==> config.mk <==
export PLATFORM = sky130hd
export DESIGN_NAME = irq_fiq_controller
export DESIGN_NICKNAME = d
export VERILOG_FILES = /design/src/logic/irq_fiq_pkg.sv /design/src/logic/irq_fiq_controller.sv
export SDC_FILE = /design/constraint.sdc
export NUM_CORES = 1
export LEC_CHECK = 0
export ABC_AREA = 0
export BUFFER_PORTS_ARGS = -buffer_cell sky130_fd_sc_hd__buf_2
export CAP_MARGIN = 0
export CELL_PAD_IN_SITES_DETAIL_PLACEMENT = 1
export CELL_PAD_IN_SITES_GLOBAL_PLACEMENT = 1
export CORE_ASPECT_RATIO = 0.6
export CORE_MARGIN = 10
export CORE_UTILIZATION = 35
export DETAILED_ROUTE_END_ITERATION = 7
export PLACE_DENSITY = 0.68
export SLEW_MARGIN = 20
export SYNTH_ARGS = -nofsm -noshare
export SYNTH_HDL_FRONTEND = slang
export SYNTH_SLANG_ARGS = --single-unit
==> constraint.sdc <==
create_clock -name clock -period 4.65 [get_ports clock]
set_input_delay 0.93 -clock clock [delete_from_list [all_inputs] [get_ports clock]]
set_output_delay 0.93 -clock clock [all_outputs]
set_load 0.005 [all_outputs]
==> src/logic/irq_fiq_pkg.sv <==
package irq_fiq_pkg;
	localparam int CHANNELS = 13;
	localparam int EXT_CHANNELS = 6;
	localparam int ADDR_W = 5;
	localparam logic [4:0] OFF_PIN_TRIGGER = 5'h00;
	localparam logic [4:0] OFF_TIMER_POL = 5'h04;
	localparam logic [4:0] OFF_CLEAR = 5'h08;
	localparam logic [4:0] OFF_NORMAL_EN = 5'h0c;
	localparam logic [4:0] OFF_FAST_EN = 5'h10;
	localparam logic [4:0] OFF_NORMAL_STAT = 5'h14;
	localparam logic [4:0] OFF_FAST_STAT = 5'h18;
	localparam logic [4:0] OFF_PENDING = 5'h1c;
	localparam logic [15:0] RESET_VALUE = 16'h0000;
	localparam int TIMER_FIRST = 6;
	localparam int UART_FIRST = 9;
	localparam int WATCHDOG_CH = 12;
	localparam int CLEAR_WATCHDOG_BIT = 9;
	localparam logic [12:0] ROUTABLE_MASK = 13'h0fff;
	localparam logic [12:0] CHANNEL_MASK = 13'h1fff;

	typedef struct packed {
		logic [5:0] extPins;
		logic [2:0] timers;
		logic [2:0] uarts;
		logic       watchdog;
	} sources_s;

	typedef struct packed {
		logic normalReq;
		logic fastReq;
	} requests_s;
endpackage : irq_fiq_pkg

==> src/logic/irq_fiq_controller.sv <==
// Function
// thirteen channels: six pins, three timers, three uarts, one watchdog
// or all irq-enabled channels into irq, fiq-enabled into fiq
// edge channels latch until cleared; level channels follow live input
// pin channel i trigger type at bit 2i+1, one means edge
// polarity bit: zero low or falling, one high or rising
// timer channels always edge, polarity from timer register bits 0..2
// uarts level active high, watchdog edge, regardless of configuration
// writing one to clear bit drops edge latch; zero does nothing
// clear bits 0..8 map channels 0..8, bit 9 clears watchdog
// irq enable bit i gates channel i; disabled status reads zero
// fiq enable bit i gates channel i; disabled status reads zero
// watchdog always routed to fiq; software avoids double enable
// status registers return channel interrupt anded with enable
// pending shows channels before masking, latched or live
// eight registers at offsets 0x00..0x1c, all reset to zero
// software clears stale latch before enabling an edge channel
// core samples requests on falling clock edge and synchronises
// fiq status holds watchdog at bit 12; pending covers bits 12..0
// pins pass two flip-flops; edges compare current and previous sample
//
// Chosen here: the Avalon-MM interface to the registers.
`timescale 1ns/1ps
module irq_fiq_controller (
	input  wire logic                     clock,
	input  wire logic                     rst_b,
	input  wire logic [4:0]               address,
	input  wire logic                     read,
	input  wire logic                     write,
	input  wire logic [31:0]              writedata,
	input  wire logic [3:0]               byteenable,
	output logic      [31:0]              readdata,
	output logic                          waitrequest,
	input  wire irq_fiq_pkg::sources_s    sources,
	output irq_fiq_pkg::requests_s        requests,
	output logic                          irqLine
);
	import irq_fiq_pkg::*;

	// ***********************************
	// registers and sampling
	// ***********************************
	logic [15:0] pinTrigger_r;
	logic [7:0]  timerPol_r;
	logic [11:0] normalEn_r;
	logic [11:0] fastEn_r;
	logic [5:0]  pinMeta_r;
	logic [5:0]  pinSync_r;
	logic [12:0] prev_r;
	logic [12:0] latch_r;
	logic        ack_r;
	logic [31:0] readdata_r;

	logic [12:0] sample;
	logic [12:0] active;
	logic [12:0] isEdge;
	logic [12:0] edgeSeen;
	logic [12:0] clearHit;
	logic [12:0] pending;
	logic [15:0] normalStat;
	logic [15:0] fastStat;
	logic        accessWrite;
	logic [15:0] wordLow;

	function automatic logic [15:0] merge16(input logic [15:0] old, input logic [31:0] wd,
		input logic [3:0] be);
		merge16 = {be[1] ? wd[15:8] : old[15:8], be[0] ? wd[7:0] : old[7:0]};
	endfunction : merge16

	// ***********************************
	// channel conditioning
	// ***********************************
	always_ff @(posedge clock) begin
		if (!rst_b) begin
			pinMeta_r <= 6'h00;
			pinSync_r <= 6'h00;
		end else begin
			pinMeta_r <= sources.extPins;
			pinSync_r <= pinMeta_r;
		end
	end

	assign sample = {sources.watchdog, sources.uarts, sources.timers, pinSync_r};

	genvar gi;
	generate
		for (gi = 0; gi < CHANNELS; gi++) begin : g_chan
			if (gi < EXT_CHANNELS) begin : g_pin
				assign isEdge[gi] = pinTrigger_r[2*gi+1];
				assign active[gi] = pinTrigger_r[2*gi] ? sample[gi] : ~sample[gi];
			end else if (gi < UART_FIRST) begin : g_timer
				assign isEdge[gi] = 1'b1;
				assign active[gi] = timerPol_r[gi-TIMER_FIRST] ? sample[gi]
					: ~sample[gi];
			end else if (gi < WATCHDOG_CH) begin : g_uart
				assign isEdge[gi] = 1'b0;
				assign active[gi] = sample[gi];
			end else begin : g_wdog
				assign isEdge[gi] = 1'b1;
				assign active[gi] = sample[gi];
			end
		end
	endgenerate

	// polarity folded into active, so a rising active level is the chosen edge
	always_ff @(posedge clock) begin
		if (!rst_b) begin
			prev_r <= 13'h0000;
		end else begin
			prev_r <= active;
		end
	end

	assign edgeSeen = active & ~prev_r & isEdge;

	// ***********************************
	// bus decode
	// ***********************************
	// a write lands only at the edge where waitrequest is sampled low
	assign accessWrite = write && ack_r;
	assign wordLow = writedata[15:0] & {{8{byteenable[1]}}, {8{byteenable[0]}}};
	assign clearHit = (accessWrite && address == OFF_CLEAR)
		? {wordLow[CLEAR_WATCHDOG_BIT], 3'h0, wordLow[8:0]} : 13'h0000;

	// set wins over a simultaneous clear
	always_ff @(posedge clock) begin
		if (!rst_b) begin
			latch_r <= 13'h0000;
		end else begin
			latch_r <= ((latch_r & ~clearHit) | edgeSeen) & isEdge;
		end
	end

	assign pending = isEdge & latch_r | ~isEdge & active;
	assign normalStat = {4'h0, pending[11:0] & normalEn_r};
	assign fastStat = {3'h0, pending[WATCHDOG_CH], pending[11:0] & fastEn_r};

	always_ff @(posedge clock) begin
		if (!rst_b) begin
			pinTrigger_r <= RESET_VALUE;
			timerPol_r <= 8'h00;
			normalEn_r <= 12'h000;
			fastEn_r <= 12'h000;
		end else if (accessWrite) begin
			unique case (address)
				OFF_PIN_TRIGGER: pinTrigger_r <= merge16(pinTrigger_r, writedata, byteenable) & 16'h0fff;
				OFF_TIMER_POL: if (byteenable[0]) timerPol_r <= writedata[7:0] & 8'h07;
				OFF_NORMAL_EN: normalEn_r <= 12'(merge16({4'h0, normalEn_r}, writedata, byteenable));
				OFF_FAST_EN: fastEn_r <= 12'(merge16({4'h0, fastEn_r}, writedata, byteenable));
				default: ;
			endcase
		end
	end

	always_ff @(posedge clock) begin
		if (!rst_b) begin
			ack_r <= 1'b0;
			readdata_r <= 32'h00000000;
		end else begin
			ack_r <= (read || write) && !ack_r;
			if (read && !ack_r) begin
				unique case (address)
					OFF_PIN_TRIGGER: readdata_r <= {16'h0000, pinTrigger_r};
					OFF_TIMER_POL: readdata_r <= {24'h000000, timerPol_r};
					OFF_NORMAL_EN: readdata_r <= {20'h00000, normalEn_r};
					OFF_FAST_EN: readdata_r <= {20'h00000, fastEn_r};
					OFF_NORMAL_STAT: readdata_r <= {16'h0000, normalStat};
					OFF_FAST_STAT: readdata_r <= {16'h0000, fastStat};
					OFF_PENDING: readdata_r <= {19'h00000, pending};
					default: readdata_r <= 32'h00000000;
				endcase
			end
		end
	end

	assign waitrequest = (read || write) && !ack_r;
	assign readdata = readdata_r;

	// ***********************************
	// outputs
	// ***********************************
	always_ff @(posedge clock) begin
		if (!rst_b) begin
			requests <= '0;
		end else begin
			requests.normalReq <= |normalStat;
			requests.fastReq <= |fastStat;
		end
	end
	assign irqLine = requests.normalReq | requests.fastReq;
endmodule : irq_fiq_controller

==> impl_metrics.ini <==
[setup_path]
slowest_delay_ps = 790
crit_buf_inv = 1
worstPathMaxFanout = 21
end_kind = flip-flop
crit_family = simple AND/OR/NAND/NOR gates
path_class = in -> reg
cp_slowest_cell = or2_0
worst-path-stages = 5
r2r_cells = 4
startpoint_type = input pin
critPathRequiredTime_ps = 4840
crit_chain = buf_2, or2_0, nor2_1, a221oi_1, o21ai_0
cp.arrival_ps = 3220

[cells_and_area]
fillers = 1301
finalNetCount = 535
antennaDiodeCount = 0
seq_area_mm2 = 0.00174
multiInputGateArea_mm2 = 0.00201
drive_above_1_share = 0.178
syn2layout_area_growth_pct = 14.6

[logic_synthesis]
avgSynthCellArea_um2 = 9.14
synth_ff_type = dfxtp_1
synthTopCellsByArea = dfxtp_1 (44%), mux2i_1 (12%), nor2_1 (6.2%), buf_4 (3.6%), o21ai_0 (3.3%)
yosysTopAreaCell = dfxtp_1
synth-edff-count = 0
synth_cell_types = 47
synth.cell_area_mm2 = 0.00397
ys.warnings.count = 0
ys_ff_latch = 87
yosysSeqAreaShare = 0.439
synthArstFlopShare = 0
postSynthCellCount = 434
yosysTopAreaCellShare = 0.439

[timing]
rsz0062_at_grt = false
period_minus_slack_ps = 3030
max_freq_mhz = 330
min_period_over_period = 0.652
skew_ps = 4.30
relSlewSlack = 0.374
fin_tns_setup_ps = 0
worst_pin_slew_ps = 939
finalHoldViolations = 0
final-setup-viol-count = 0
slew_viol_final = 0
worst_slack_ps = 1620

[clock_network]
cts_buffers = 9
cts_tree = built
cts_hold_buf = 0
cts.htree.levels = 3
root_buffer = clkbuf_16
cts_setup_buffers = 0
path_clk_slew_ps = 70
cts.sinks = 87
cts-resized-gates = 0
clock_latency_ps = 340
clockBufferDepth = 2

[floorplanning]
rows = 29
die-width_um = 157
initial_utilization = 0.367
coreArea_mm2 = 0.0108
top_level_ports = 94
die-area_mm2 = 0.0161
die_y_um = 102

[routing]
drtIter0Drc = 256
first_pass_iters = 4
routed_via_density = 5.34
vias = 3315
wl_mm = 12.6
wire_per_inst_um = 20.3
drc = 0
final_antenna_net_count = 0

[power]
power_density_mw_per_mm2 = 355
leakage_nw = 1.76
ir_worst_vdd_mv = 0.194

[global_route]
grt_antenna_before_repair = 0
gr-usage-all-layers = 0.156
grt_pass1_vias = 3348
grt_pass1_wl_mm = 19.4
grt_overflow = 0
grt_max_degree = 59

[place]
pre_cts_slack_ps = 1330
gp_congestion = 0.863
dp_hpwl_mm = 9.78
port_buffers = 52

[hold_path]
min_path_type = reg -> reg
hold_path_depth = 1

[outcome]
status = finished clean

[job]
maxCapViolCount = 0
-- metrics by stage --
stage	hold slack [ps]	util	cell area (um2)	cells	power, mW
2_1_floorplan	412	-	4030	452	0.856
3_3_place_gp	419	0.392	4240	605	0.885
3_5_place_dp	420	0.392	4240	605	0.890
4_1_cts	436	0.421	4550	621	1.63
5_1_grt	446	0.421	4550	621	1.68
6_report	436	0.421	4550	621	1.61
-- synthesized netlist by cell type (3+ instances only) --
library cell	count
mux2i_1	46
a22oi_1	7
a21oi_1	11
a221oi_1	8
a31o_2	5
a211oi_1	14
a32o_1	3
a31oi_1	4
nor3b_1	3
and2_1	16
nand2_1	24
inv_1	12
nand3_1	11
nand4_1	3
nor2_1	66
o22ai_1	3
nor3_4	5
nor3_1	3
o21ai_0	26
buf_4	19
nand2b_1	3
o2111ai_1	4
xor2_1	9
clkbuf_1	15
dfxtp_1	87
-- flip-flops by register name, summed over array words and instances, names as in the netlist --
signal and cells:
prev_r 10, latch_r 10, pinTrigger_r 12, timerPol_r 3, requests 2, pinMeta_r 6
fastEn_r 12, ack_r 1, readdata 13, normalEn_r 12, pinSync_r 6
-- final cells by class --
| cell class | count | area share |
|---|---|---|
| clock buffers | 10 | 0.0526 |
| clock inverters | 6 | 0.0149 |
| inverters | 12 | 0.00991 |
| multi-input cells | 314 | 0.442 |
| flip-flops and latches | 87 | 0.383 |
| well taps | 139 | 0.0382 |
| repair buffers | 53 | 0.0589 |
-- metal layers --
| layer | wire length, um | vias up | global-route usage |
|---|---|---|---|
| li1 | - | 1583 | - |
| met5 | 0 | - | 0 |
| met1 | 6530 | 1622 | 0.230 |
| met3 | 1120 | 8 | 0.0482 |
| met4 | 74 | 0 | 0.0308 |
| met2 | 4860 | 102 | 0.216 |
-- cell families (layout without fill, tap and decap cells) --
group,after synthesis,after routing,synth area share
other,1,19,0.000945
xor gates and xnor gates,9,9,0.0199
DFF,87,87,0.439
muxes,46,46,0.116
AOI/OAI and AO/OA,94,94,0.162
and+or+nand+nor,146,146,0.191
buffers and inverters,51,81,0.0707
-- report_power, final --
part | switching [mW] | internal, mW | total, mW
Clock | 0.306 | 0.434 | 0.739
Combinational | 0.0710 | 0.0331 | 0.104
Sequential | 0.00981 | 0.760 | 0.770
-- path summary, 6_finish.rpt --
| check | end | start | slack [ps] |
|---|---|---|---|
| hold / removal | pinSync_r[3] | pinMeta_r[3] | 440 |
| hold reg to reg | pinSync_r[3] | pinMeta_r[3] | 440 |
| setup / recovery | readdata[10] | address[3] | 1620 |
| setup reg to reg | normalEn_r[3] | ack_r | 2600 |
-- placed cells by master (no fill, tap or decap), types with 5 or more instances in the layout --
cell type  instances
a211oi_1          14
a21oi_1           11
a221oi_1           8
a22oi_1            7
a31o_2             5
and2_1            16
buf_2             52
clkbuf_16          9
conb_1            19
dfxtp_1           87
inv_1             12
mux2i_1           46
nand2_1           24
nand3_1           11
nor2_1            66
nor3_4             5
o21ai_0           26
xor2_1             9
No activity file was read; power rests on OpenSTA's default activity.
